$ cat src/bbm_pkg.sv
// Package of constants for the bus breakpoint match block
package bbm_pkg;
   // =====================================
   // Register map (byte addresses)
   localparam logic [7:0] ADDR_WATCH_ADDRESS = 8'h00;
   localparam logic [7:0] ADDR_WATCH_CONTROL = 8'h04;
   localparam logic [7:0] ADDR_IRQ_STATUS = 8'h08;
   localparam logic [7:0] ADDR_IRQ_MASK = 8'h0C;
   localparam logic [31:0] WATCH_CONTROL_RESET = 32'h0000_0000;
   localparam logic [31:0] WATCH_CONTROL_WMASK = 32'h000F_FFFF;
   // =====================================
   // Control word fields
   localparam int CTL_VALID = 0;
   localparam int CTL_SPACE_LO = 1;
   localparam int CTL_SPACE_HI = 9;
   localparam int CTL_BLOCK_LO = 10;
   localparam int CTL_BLOCK_HI = 11;
   localparam int CTL_INVERT = 12;
   localparam int CTL_SIZE_LO = 13;
   localparam int CTL_SIZE_HI = 14;
   localparam int CTL_SIZE_IGNORE = 15;
   localparam int CTL_DIR_LO = 16;
   localparam int CTL_DIR_HI = 17;
   localparam int CTL_BUS_SOURCE = 18;
   // =====================================
   // Encodings
   localparam logic [1:0] SIZE_LONG = 2'h0;
   localparam logic [1:0] SIZE_BYTE = 2'h1;
   localparam logic [1:0] SIZE_WORD = 2'h2;
   localparam logic [1:0] SIZE_TRIPLE = 2'h3;
   localparam logic [1:0] BLOCK_NONE = 2'h0;
   localparam logic [1:0] BLOCK_2K = 2'h1;
   localparam logic [1:0] BLOCK_8K = 2'h2;
   localparam logic [1:0] BLOCK_32K = 2'h3;
   localparam logic [31:0] MASK_2K = 32'hFFFF_F800;
   localparam logic [31:0] MASK_8K = 32'hFFFF_E000;
   localparam logic [31:0] MASK_32K = 32'hFFFF_8000;
   localparam logic [31:0] MASK_ALL = 32'hFFFF_FFFF;
   localparam logic [31:0] MASK_LOW2 = 32'hFFFF_FFFC;
   localparam logic [1:0] DIR_READ = 2'h0;
   localparam logic [1:0] DIR_WRITE = 2'h1;
   localparam logic [1:0] DIR_EITHER = 2'h2;
   localparam logic [1:0] TT_ACK = 2'h3;
   localparam logic [1:0] TT_NORMAL = 2'h0;
   localparam int SPACE_DMA_BIT = 8;
   localparam int SPACE_ACK_BIT = 7;
   localparam int IRQ_HIT_BIT = 0;
endpackage

$ cat src/bbm_top.sv
// Bus breakpoint address match with APB register access and interrupt
`timescale 1ns/1ns
// Notes on behaviour
// - Without size masking and with block selection 00 a hit needs address and size to equal the programmed values exactly.
// - Size is compared only with block selection 00, coded 00 long, 01 byte, 10 word, 11 three bytes.
// - With size masking the low offset, access offset and size decide a hit by the overlap table.
// - A hit needs the access to touch the programmed byte, except that offset 1 also hits any access at offsets 2 and 3.
// - Invert match hits outside the block, while direction, size and space checks stay unchanged.
// - Invert match is ignored when block selection is 00.
// - Block selection masks address bits none, 10-0, 12-0 or 14-0.
// - Each set space mask bit suppresses hits in its space; all clear means spaces do not matter.
// - For function codes bit 8 covers 1xxx and bits 7-0 cover codes 0111-0000.
// - For transfer types bit 7 covers acknowledge, bits 6-0 modifiers 110-000, bit 8 unused.
// - No break request is raised for a bus cycle seen while the valid bit is clear.
// - With size masking the size code is excluded and overlap decides.
// - Direction selection 00 reads, 01 writes, 10 both, 11 reserved and never hits.
// - The watch address holds a full 32-bit compare value.
// - Bus source 0 uses the internal bus, 1 the external bus with address bits 1-0 excluded.
module bbm_top (
   input wire logic CLK,
   input wire logic RESETN,
   input wire logic CE,
   input wire logic PSEL,
   input wire logic PENABLE,
   input wire logic PWRITE,
   input wire logic [7:0] PADDR,
   input wire logic [31:0] PWDATA,
   output logic [31:0] PRDATA,
   output logic PREADY,
   output logic PSLVERR,
   input wire logic INT_CYCLE_VALID,
   input wire logic [31:0] INT_ADDRESS,
   input wire logic [1:0] INT_SIZE_CODE,
   input wire logic INT_WRITE,
   input wire logic [3:0] INT_FUNCTION_CODE,
   input wire logic EXT_CYCLE_VALID,
   input wire logic [31:0] EXT_ADDRESS,
   input wire logic [1:0] EXT_SIZE_CODE,
   input wire logic EXT_WRITE,
   input wire logic EXT_TT_MODE,
   input wire logic [3:0] EXT_FUNCTION_CODE,
   input wire logic [1:0] EXT_TRANSFER_TYPE,
   input wire logic [2:0] EXT_TRANSFER_MODIFIER,
   output logic BREAK_REQUEST_OUT,
   output logic IRQ
);
   // =====================================
   // Overlap table for size-masked matching
   function automatic logic overlap_hit(input logic [1:0] watch_low_offset, input logic [1:0] a,
                                        input logic [1:0] s);
      logic r;
      r = 1'b0;
      case (watch_low_offset)
         2'h0: begin
            r = (a == 2'h0);
         end
         2'h1: begin
            r = (a != 2'h0) || (s == bbm_pkg::SIZE_LONG) || s[1];
         end
         2'h2: begin
            case (a)
               2'h0: begin
                  r = (s == bbm_pkg::SIZE_LONG) || (s == bbm_pkg::SIZE_TRIPLE);
               end
               2'h1: begin
                  r = (s != bbm_pkg::SIZE_BYTE);
               end
               2'h2: begin
                  r = 1'b1;
               end
               default: begin
                  r = 1'b0;
               end
            endcase
         end
         default: begin
            case (a)
               2'h0: begin
                  r = (s == bbm_pkg::SIZE_LONG);
               end
               2'h1: begin
                  r = (s == bbm_pkg::SIZE_LONG) || (s == bbm_pkg::SIZE_TRIPLE);
               end
               2'h2: begin
                  r = (s == bbm_pkg::SIZE_LONG) || s[1];
               end
               default: begin
                  r = 1'b1;
               end
            endcase
         end
      endcase
      return r;
   endfunction

   // =====================================
   // Pin synchronisers for the external bus
   // Valid, address, size, write, mode, code, type and modifier: 1+32+2+1+1+4+2+3 bits
   localparam int EXT_W = 46;
   logic [EXT_W-1:0] ext_s1_reg;
   logic [EXT_W-1:0] ext_s2_reg;
   logic [EXT_W-1:0] ext_s3_reg;
   logic [EXT_W-1:0] ext_held_reg;
   wire logic [EXT_W-1:0] ext_raw;
   wire logic [EXT_W-1:0] ext_next;
   assign ext_raw = {EXT_CYCLE_VALID, EXT_ADDRESS, EXT_SIZE_CODE, EXT_WRITE, EXT_TT_MODE,
                     EXT_FUNCTION_CODE, EXT_TRANSFER_TYPE, EXT_TRANSFER_MODIFIER};
   // Each bit takes a new value only once stages two and three agree
   assign ext_next = (ext_s2_reg & ext_s3_reg) | (~(ext_s2_reg ^ ext_s3_reg) & ext_s2_reg) |
                     ((ext_s2_reg ^ ext_s3_reg) & ext_held_reg);

   always_ff @(posedge CLK or negedge RESETN) begin
      if (!RESETN) begin
         ext_s1_reg <= '0;
         ext_s2_reg <= '0;
         ext_s3_reg <= '0;
         ext_held_reg <= '0;
      end else if (CE) begin
         ext_s1_reg <= ext_raw;
         ext_s2_reg <= ext_s1_reg;
         ext_s3_reg <= ext_s2_reg;
         ext_held_reg <= ext_next;
      end
   end

   wire logic e_valid = ext_held_reg[45];
   wire logic [31:0] e_addr = ext_held_reg[44:13];
   wire logic [1:0] e_size = ext_held_reg[12:11];
   wire logic e_write = ext_held_reg[10];
   wire logic e_tt = ext_held_reg[9];
   wire logic [3:0] e_fc = ext_held_reg[8:5];
   wire logic [1:0] e_type = ext_held_reg[4:3];
   wire logic [2:0] e_mod = ext_held_reg[2:0];

   // A synchronised cycle is seen once, on its valid rising edge
   logic e_valid_d_reg;

   // =====================================
   // Registers
   logic [31:0] watch_address_reg;
   logic [31:0] watch_control_reg;
   logic irq_status_reg;
   logic irq_mask_reg;
   logic break_reg;
   logic [31:0] prdata_reg;

   wire logic ctl_valid = watch_control_reg[bbm_pkg::CTL_VALID];
   wire logic [8:0] space_mask_bits = watch_control_reg[bbm_pkg::CTL_SPACE_HI:bbm_pkg::CTL_SPACE_LO];
   wire logic [1:0] block_mask_sel = watch_control_reg[bbm_pkg::CTL_BLOCK_HI:bbm_pkg::CTL_BLOCK_LO];
   wire logic invert_match = watch_control_reg[bbm_pkg::CTL_INVERT];
   wire logic [1:0] access_size_code = watch_control_reg[bbm_pkg::CTL_SIZE_HI:bbm_pkg::CTL_SIZE_LO];
   wire logic size_ignore_sel = watch_control_reg[bbm_pkg::CTL_SIZE_IGNORE];
   wire logic [1:0] direction_sel = watch_control_reg[bbm_pkg::CTL_DIR_HI:bbm_pkg::CTL_DIR_LO];
   wire logic bus_source_sel = watch_control_reg[bbm_pkg::CTL_BUS_SOURCE];

   // =====================================
   // Monitored cycle selection
   wire logic cyc_valid;
   wire logic [31:0] cyc_addr;
   wire logic [1:0] cyc_size;
   wire logic cyc_write;
   wire logic cyc_tt;
   wire logic [3:0] cyc_fc;
   // One evaluation per cycle: internal strobe as given, external on its edge
   assign cyc_valid = bus_source_sel ? (e_valid && !e_valid_d_reg) : INT_CYCLE_VALID;
   assign cyc_addr = bus_source_sel ? e_addr : INT_ADDRESS;
   assign cyc_size = bus_source_sel ? e_size : INT_SIZE_CODE;
   assign cyc_write = bus_source_sel ? e_write : INT_WRITE;
   assign cyc_tt = bus_source_sel ? e_tt : 1'b0;
   assign cyc_fc = bus_source_sel ? e_fc : INT_FUNCTION_CODE;

   // =====================================
   // Match decision
   wire logic [31:0] block_mask;
   wire logic [31:0] cmp_mask;
   wire logic addr_eq;
   wire logic blocked_mode;
   wire logic addr_ok;
   wire logic size_masked;
   wire logic size_ok;
   wire logic dir_ok;
   wire logic space_blocked;
   wire logic hit;

   assign block_mask = (block_mask_sel == bbm_pkg::BLOCK_2K) ? bbm_pkg::MASK_2K :
                       (block_mask_sel == bbm_pkg::BLOCK_8K) ? bbm_pkg::MASK_8K :
                       (block_mask_sel == bbm_pkg::BLOCK_32K) ? bbm_pkg::MASK_32K :
                       bbm_pkg::MASK_ALL;
   // External bus drops the two low bits from the word compare; overlap covers them
   assign size_masked = size_ignore_sel || bus_source_sel;
   assign cmp_mask = (size_masked && block_mask_sel == bbm_pkg::BLOCK_NONE) ?
                     (block_mask & bbm_pkg::MASK_LOW2) : block_mask;
   assign addr_eq = ((cyc_addr ^ watch_address_reg) & cmp_mask) == 32'h0000_0000;
   assign blocked_mode = (block_mask_sel != bbm_pkg::BLOCK_NONE);
   // Inversion applies to the address only, and only with a block selected
   assign addr_ok = (blocked_mode && invert_match) ? !addr_eq : addr_eq;
   // Exact size compare or overlap table, only in unblocked mode
   assign size_ok = blocked_mode ? 1'b1 :
                    size_masked ? overlap_hit(watch_address_reg[1:0], cyc_addr[1:0], cyc_size) :
                    (cyc_size == access_size_code);
   assign dir_ok = (direction_sel == bbm_pkg::DIR_READ) ? !cyc_write :
                   (direction_sel == bbm_pkg::DIR_WRITE) ? cyc_write :
                   (direction_sel == bbm_pkg::DIR_EITHER);
   // Valid bit gates everything
   assign hit = ctl_valid && cyc_valid && addr_ok && size_ok && dir_ok && !space_blocked;

   bbm_space_gate u_space (
      .space_mask_bits(space_mask_bits),
      .tt_mode(cyc_tt),
      .function_code(cyc_fc),
      .transfer_type(e_type),
      .transfer_modifier(e_mod),
      .space_blocked(space_blocked)
   );

   // =====================================
   // APB slave, zero wait states
   wire logic apb_access = PSEL && PENABLE;
   wire logic apb_write = apb_access && PWRITE;
   wire logic apb_read = apb_access && !PWRITE;
   wire logic sel_addr = (PADDR == bbm_pkg::ADDR_WATCH_ADDRESS);
   wire logic sel_ctl = (PADDR == bbm_pkg::ADDR_WATCH_CONTROL);
   wire logic sel_stat = (PADDR == bbm_pkg::ADDR_IRQ_STATUS);
   wire logic sel_mask = (PADDR == bbm_pkg::ADDR_IRQ_MASK);
   wire logic sel_any = sel_addr || sel_ctl || sel_stat || sel_mask;
   wire logic [31:0] read_mux = sel_addr ? watch_address_reg :
                                sel_ctl ? watch_control_reg :
                                sel_stat ? {31'h0, irq_status_reg} :
                                sel_mask ? {31'h0, irq_mask_reg} : 32'h0000_0000;
   // Read clears only what it reported, so a hit after the setup sample is kept; a hit in the same cycle wins
   wire logic irq_status_next = hit ||
                                (irq_status_reg && !(apb_read && sel_stat && prdata_reg[bbm_pkg::IRQ_HIT_BIT]));

   assign PREADY = 1'b1;
   assign PSLVERR = apb_access && !sel_any;
   assign PRDATA = prdata_reg;
   assign BREAK_REQUEST_OUT = break_reg;
   assign IRQ = irq_status_reg && irq_mask_reg;

   always_ff @(posedge CLK or negedge RESETN) begin
      if (!RESETN) begin
         watch_address_reg <= 32'h0000_0000;
         watch_control_reg <= bbm_pkg::WATCH_CONTROL_RESET;
         irq_status_reg <= 1'b0;
         irq_mask_reg <= 1'b0;
         break_reg <= 1'b0;
         e_valid_d_reg <= 1'b0;
         prdata_reg <= 32'h0000_0000;
      end else if (CE) begin
         e_valid_d_reg <= e_valid;
         // Request is one cycle long per monitored cycle
         break_reg <= hit;
         irq_status_reg <= irq_status_next;
         if (apb_write && sel_addr) begin
            watch_address_reg <= PWDATA;
         end
         if (apb_write && sel_ctl) begin
            watch_control_reg <= PWDATA & bbm_pkg::WATCH_CONTROL_WMASK;
         end
         if (apb_write && sel_mask) begin
            irq_mask_reg <= PWDATA[bbm_pkg::IRQ_HIT_BIT];
         end
         if (PSEL && !PENABLE && !PWRITE) begin
            prdata_reg <= read_mux;
         end
      end
   end
endmodule

$ cat src/bbm_space_gate.sv
// Address-space qualifier for one monitored bus cycle
`timescale 1ns/1ns
module bbm_space_gate (
   input wire logic [8:0] space_mask_bits,
   input wire logic tt_mode,
   input wire logic [3:0] function_code,
   input wire logic [1:0] transfer_type,
   input wire logic [2:0] transfer_modifier,
   output logic space_blocked
);
   // =====================================
   // Space decode
   wire logic fc_blocked;
   wire logic tt_blocked;
   // Code 1xxx is DMA, lower codes index bits 7..0 directly
   assign fc_blocked = function_code[3] ? space_mask_bits[bbm_pkg::SPACE_DMA_BIT] :
                       space_mask_bits[function_code[2:0]];
   // Acknowledge type uses bit 7, normal type indexes by modifier; bit 8 unused
   assign tt_blocked = (transfer_type == bbm_pkg::TT_ACK) ? space_mask_bits[bbm_pkg::SPACE_ACK_BIT] :
                       (transfer_type == bbm_pkg::TT_NORMAL && transfer_modifier != 3'h7) ?
                       space_mask_bits[transfer_modifier] : 1'b0;
   // All-zero mask never blocks, so codes do not matter then
   assign space_blocked = tt_mode ? tt_blocked : fc_blocked;
endmodule

$ cat config.mk
export PLATFORM = sky130hd
export DESIGN_NAME = bbm_top
export DESIGN_NICKNAME = d
export VERILOG_FILES = /design/src/bbm_pkg.sv /design/src/bbm_top.sv /design/src/bbm_space_gate.sv
export SDC_FILE = /design/constraint.sdc
export NUM_CORES = 1
export LEC_CHECK = 0
export BUFFER_PORTS_ARGS = -buffer_cell sky130_fd_sc_hd__buf_2
export CAP_MARGIN = 10
export CORE_AREA = 3 3 164 166
export DETAILED_ROUTE_END_ITERATION = 12
export DIE_AREA = 0 0 167 169
export MAX_ROUTING_LAYER = met4
export PLACE_DENSITY = 0.69
export SLEW_MARGIN = 15
export SYNTH_ARGS = -nofsm -noshare
export SYNTH_HDL_FRONTEND = slang
export SYNTH_SLANG_ARGS = --single-unit
export TNS_END_PERCENT = 50
$ cat constraint.sdc
create_clock -name CLK -period 2.85 [get_ports CLK]
set_input_delay 0.285 -clock CLK [delete_from_list [all_inputs] [get_ports CLK]]
set_output_delay 0.285 -clock CLK [all_outputs]
set_load 0.1 [all_outputs]
==> results of run 1 <==
## power by group through the flow
stage | Clock [W] | Sequential, W | Combinational (W)
detailed placement | 0 | 0.00494 | 0.00123
finish | 0.00343 | 0.00488 | 0.00130
floorplan | 0 | 0.00473 | 0.000907
global route | 0.00370 | 0.00495 | 0.00148
CTS | 0.00353 | 0.00487 | 0.00131
global placement | 0 | 0.00492 | 0.00117
## worst paths after layout
| kind | from | to | slack, ps | cells after the start |
|---|---|---|---|---|
| max | watch_control_reg[18]$_DFFE_PN0P_ | irq_status_reg$_DFFE_PN0P_ | 290 | 8 |
| min | EXT_ADDRESS[24] | ext_s1_reg[37]$_DFFE_PN0P_ | 20 | 2 |
| max reg2reg | watch_control_reg[18]$_DFFE_PN0P_ | irq_status_reg$_DFFE_PN0P_ | 290 | 8 |
| min reg2reg | PRDATA[6]$_DFFE_PN0P_ | PRDATA[6]$_DFFE_PN0P_ | 470 | 2 |
| max in group asynchronous | RESETN | watch_control_reg[18]$_DFFE_PN0P_ | 1700 | 3 |
| min in group asynchronous | RESETN | watch_control_reg[1]$_DFFE_PN0P_ | 310 | 2 |
## repair_timing
| action | CTS | global route |
|---|---|---|
| hold buffers | 67 | 1 |
| endpoints found under the setup margin | 0 | 0 |
| endpoints found under the hold margin | 152 | 1 |
## synthesized netlist by cell type, drive strengths merged
master	n
mux2i	59
a21oi	4
nor3	5
o31ai	21
a22o	58
xor2	9
clkbuf	30
nor4	7
or2	1
mux4	3
dfrtp	272
nor2	14
nor2b	1
conb	1
nand2b	49
mux2	195
nand3	4
xnor2	26
nand2	32
a311oi	1
a221oi	1
or4	1
a22oi	1
buf	21
and2	1
or3	1
o21ai	3
a221o	2
o211a	1
nand4b	4
nand3b	1
nand4	8
inv	4
o221ai	1
ha	49
## cells by family after synthesis
kind of cell | after synthesis
flip-flops | 272
AND/OR/NAND/NOR | 129
other | 1
AO/OA/AOI/OAI | 93
buffers and inverters | 55
adder cells (fa/ha/maj) | 49
XOR/XNOR | 35
multiplexers | 257
## metrics by stage
stage               instances  hold WS (ps)  setup WS [ps]
floorplan                 891         -10.6            344
global placement         1359           316            237
detailed placement       1359           322            216
CTS                      1474         0.299            183
global route             1479          8.04           69.2
finish                   1479          19.7            285
## layout make-up
class,count,area share
Sequential cell,272,0.448
Multi-Input combinational cell,564,0.353
Timing Repair Buffer,252,0.113
Clock buffer,43,0.0551
Tap cell,335,0.0276
Clock inverter,5,0.00189
Inverter,4,0.000988
Antenna cell,4,0.000658
## worst register-to-register path: stages, from the launching register on
cell     delay [ps]
dfrtp_2         480
buf_12          240
mux2i_1         270
xnor2_1          90
nor4_1          280
nand4_1         140
nor4_1          490
mux2_2          420
nand3_1          90
## layout by cell type (no fill, tap or decap), types with 7 or more instances in the layout
cell type / synthesis / routed
ha_1: 49 / 49
buf_4: 1 / 14
nand2_1: 32 / 32
buf_2: 7 / 164
mux2_4: 30 / 30
nor2_1: 14 / 14
dlygate4sd3_1: 0 / 68
xnor2_1: 26 / 26
nand4_1: 8 / 8
nand2b_1: 48 / 48
nor4_1: 7 / 7
dfrtp_1: 272 / 271
mux2_2: 165 / 165
o31ai_1: 21 / 21
clkbuf_8: 0 / 7
clkbuf_16: 0 / 29
a22o_1: 58 / 58
mux2i_1: 59 / 59
xor2_1: 9 / 9
clkbuf_1: 30 / 8
## metal layers
metal / wire (um) / global-route usage / share of wire
met1: 12900 / 0.270 / 0.49
met2: 11500 / 0.282 / 0.44
met3: 1180 / 0.0304 / 0.045
met4: 620 / 0.0549 / 0.024
met5: 0 / - / 0
==> results.cfg, run 1 <==
[yosys]
seq_area_frac_synth = 0.547
synth-seq-cells = 272
synth.top_cell.area_share = 0.547
yosys-top-cells-area = dfrtp_1, mux2_2, ha_1
synth_cell_types = 41
synth_fp_nets = 1072
yosys.area_share.simple = 0.0571
synth_compound_area_frac = 0.0615
yosys_warnings = 0
synth.mux.area_fraction = 0.239
synth_top_family_by_area = multiplexers
synthAdderAreaFrac = 0.0493
synth_area_per_cell_um2 = 14.0
synth_xor_xnor_area_share = 0.0247
netlist_instances = 891
synth_top_area_cell = dfrtp_1
syn_area_um2 = 12400

[sta]
hold_viol = 0
setup_violations = 0
period_share = 0.900
min_period_ps = 2560
finalSetupTns_ps = 0
fmax_ghz = 0.390
fin_skew_ps = 16.2
grt_setup_unrepaired = no
drv_slew = 0
slew_headroom = 0.371
tightest_slew_ps = 943

[die]
fp-row-count = 59
dieWidth_um = 167
fp.coreArea_um2 = 25800
die_y_um = 169
pin_count = 168
design.die.area_um2 = 28200
initial_core_util = 0.483

[global_route]
grt_pass1_wl_um = 42000
grt_pass1_vias = 7839
grt_start_max_net_pins = 140
track_usage = 0.189
antenna_found_initial = 4
overflow = 0

[power]
powerDensity_nw_per_um2 = 632
p_leak_nw = 7.13
pwr-share-seq = 0.508
clockPowerShare = 0.357
ir_worst_vdd_v = 0.000454
p_sw_w = 0.00238
comb_power_share = 0.135
internal-power_w = 0.00723
switching_share = 0.247
p_total_w = 0.00960

[cts]
clock_path_buffers = 3
htreeDepth = 1
worstSkewPairLatency_ps = 530
clockRootBuffer = clkbuf_16
cts_buffers = 29
cts_resized = 0
postCtsSetupBuffers = 0
clock_sinks = 272
cts_tree = built
path_clk_slew_ps = 60

[layout]
finalInstanceArea_um2 = 15200
layout-drive-gt1-share = 0.375
ff_latch_area_um2 = 6810
syn_to_final_growth_pct = 22.2
multi_input_comb_area_um2 = 5370
fin_util = 0.590
nets = 1304
n_fill_cell = 2041

[run]
cap_violations = 0

[setup_path]
path_cells = buf_12, mux2i_1, xnor2_1, nor4_1, nand4_1, nor4_1, mux2_2, nand3_1
cp_slowest_cell = nor4_1
cpMostUsedCell = nor4_1
cp.required_ps = 3320
crit_arrival_ps = 3030
crit_buf_inv = 1
path_max_fanout = 25
worstSetupPathType = register to register
crit_family = simple AND/OR/NAND/NOR gates
startpoint_type = register
cp-end-kind = register
max_stage_delay_ps = 490

[route]
ant_nets = 0
drt_iter0_markers = 443
routed_via_density = 5.24
routedWlPerCell_um = 17.7
via_count = 7745
routed_wl_um = 26200
drcViolationCount = 0
drt-pass1-iter-count = 4

[placement]
gp_congestion = 0.863
placed_area_um2 = 13600
hpwl_um = 18300
port_buffers = 166

[run_status]
outcome = complete, no violations

[hold_path]
min-delay-path-class = primary input to register
(Power assumes the default switching activity.)
==> inputs of run 2 (changes only) <==
--- a/config.mk
+++ b/config.mk
@@ -7,9 +7,9 @@
 export LEC_CHECK = 0
 export BUFFER_PORTS_ARGS = -buffer_cell sky130_fd_sc_hd__buf_2
 export CAP_MARGIN = 10
-export CORE_AREA = 3 3 164 166
+export CORE_AREA = 3 3 210 130
 export DETAILED_ROUTE_END_ITERATION = 12
-export DIE_AREA = 0 0 167 169
+export DIE_AREA = 0 0 213 133
 export MAX_ROUTING_LAYER = met4
 export PLACE_DENSITY = 0.69
 export SLEW_MARGIN = 15
==> results.cfg, run 2 (synthesis gave the netlist of run 1 again) <==
[die]
fp-row-count = 45
dieWidth_um = 213
die_y_um = 133
fp.coreArea_um2 = 25300
design.die.area_um2 = 28300
pin_count = 168
initial_core_util = 0.492

[layout]
ff_latch_area_um2 = 6810
layout-drive-gt1-share = 0.379
final_cell_mix = dfrtp_1, mux2_2, buf_2, dlygate4sd3_1, mux2i_1
layout_commonest_cell = dfrtp_1
multi_input_comb_area_um2 = 5370
syn_to_final_growth_pct = 23.0
nets = 1312
n_fill_cell = 2024

[hold_path]
min-delay-path-class = primary input to register

[sta]
fin_skew_ps = 19.5
period_share = 0.900
setup_violations = 0
tightest_slew_ps = 796
min_period_ps = 2560
fmax_ghz = 0.390
grt_setup_unrepaired = no
finalSetupTns_ps = 0
postLayoutSetupSlackWorst_ps = 286
hold_viol = 0
drv_slew = 0
slew_headroom = 0.469

[setup_path]
crit_buf_inv = 2
crit_family = simple AND/OR/NAND/NOR gates
path_cells = buf_4, mux2i_1, xnor2_1, nor4_1, nand4_1, nor4_1, buf_4, mux2_2, nand3_1
startpoint_type = register
crit_arrival_ps = 3040
path_max_fanout = 14
cp.required_ps = 3330
cp-end-kind = register
worstSetupPathType = register to register
cp_slowest_cell = dfrtp_4
max_stage_delay_ps = 560

[cts]
postCtsSetupBuffers = 0
path_clk_slew_ps = 70
htreeDepth = 1
worstSkewPairLatency_ps = 540
clockRootBuffer = clkbuf_16
clock_sinks = 272
clock_path_buffers = 3
cts_buffers = 26
cts_tree = built

[route]
drt-pass1-iter-count = 4
routed_wl_um = 27900
drcViolationCount = 0
routed_via_density = 5.28
ant_nets = 0
routedWlPerCell_um = 18.8
drt_iter0_markers = 665
via_count = 7829

[placement]
hpwl_um = 19700
post-place-ws_ps = 230
gp_congestion = 0.815
port_buffers = 166

[power]
p_leak_nw = 7.17
ir_worst_vdd_v = 0.000313
powerDensity_nw_per_um2 = 633

[run]
cap_violations = 0

[run_status]
outcome = complete, no violations

[global_route]
grt_pass1_vias = 7695
grt_start_max_net_pins = 140
overflow = 0
track_usage = 0.203
grt_pass1_wl_um = 43800
antenna_found_initial = 4
[run 2: cell count changes in the layout (fill, tap and decap cells not counted), moves of 2 or more]
cell | previous run | this run
buf_4 | 14 | 19
bufinv_16 | 0 | 2
clkbuf_1 | 8 | 5
clkbuf_16 | 29 | 27
clkbuf_8 | 7 | 5
clkinv_2 | 4 | 6
clkinv_4 | 0 | 2
clkinvlp_4 | 0 | 2
dlygate4sd3_1 | 68 | 75
[run 2: path summary, 6_finish.rpt]
check / slack, ps / cells after the start / start / to
worst max-delay path: 290 / 9 / watch_control_reg[18]$_DFFE_PN0P_ / irq_status_reg$_DFFE_PN0P_
worst min-delay path: 20 / 2 / PWDATA[9] / watch_control_reg[9]$_DFFE_PN0P_
worst max register to register: 290 / 9 / watch_control_reg[18]$_DFFE_PN0P_ / irq_status_reg$_DFFE_PN0P_
worst min register to register: 470 / 2 / PRDATA[8]$_DFFE_PN0P_ / PRDATA[8]$_DFFE_PN0P_
max in group asynchronous: 1620 / 3 / RESETN / ext_s2_reg[38]$_DFFE_PN0P_
min in group asynchronous: 390 / 2 / RESETN / PRDATA[23]$_DFFE_PN0P_
[run 2: area by class of cell]
cell class,count,share of cell area
clock buffers,36,0.0490
repair buffers,263,0.118
flip-flops and latches,272,0.445
well taps,329,0.0269
inverters,4,0.000982
diodes,4,0.000655
clock inverters,12,0.00802
multi-input cells,564,0.351
[run 2: worst reg2reg max path: stages (launching register included)]
cell and delay [ps]:
dfrtp_4 560, buf_4 300, mux2i_1 250, xnor2_1 80, nor4_1 310, nand4_1 170, nor4_1 250, buf_4 180
mux2_2 340, nand3_1 80
[run 2: power by group]
part / leakage (nW) / internal, W / switching (W)
clock network: 0.428 / 0.00203 / 0.00149
logic: 3.33 / 0.000806 / 0.000496
registers: 3.42 / 0.00442 / 0.000436
total: 7.17 / 0.00725 / 0.00243
[run 2: layer usage]
metal  routed length [um]  global-route usage  vias to the layer above
met2                11300               0.266                      171
met3                 1730              0.0467                       31
li1                     -                   -                     3731
met1                14600               0.324                     3896
met4                  329              0.0284                        0
met5                    0                   -                        -
[run 2: repair_timing]
action                     4_1_cts  5_1_grt
hold buffers                    74        1
setup endpoints to repair        0        2
gates resized for setup          0        1
hold endpoints to repair       182        1
[run 2: metrics by stage]
step | instances | total power [W] | area, um2 | util | hold WS, ps
final | 1484 | 0.00967 | 15300 | 0.605 | 18.3
after CTS | 1479 | 0.00979 | 15300 | 0.604 | 0.0236
after global routing | 1484 | 0.0102 | 15300 | 0.605 | 2.07
after detailed placement | 1357 | 0.00615 | 13700 | 0.540 | 392
after global placement | 1357 | 0.00608 | 13700 | 0.540 | 390
after floorplan | 891 | 0.00564 | 12400 | - | -10.6
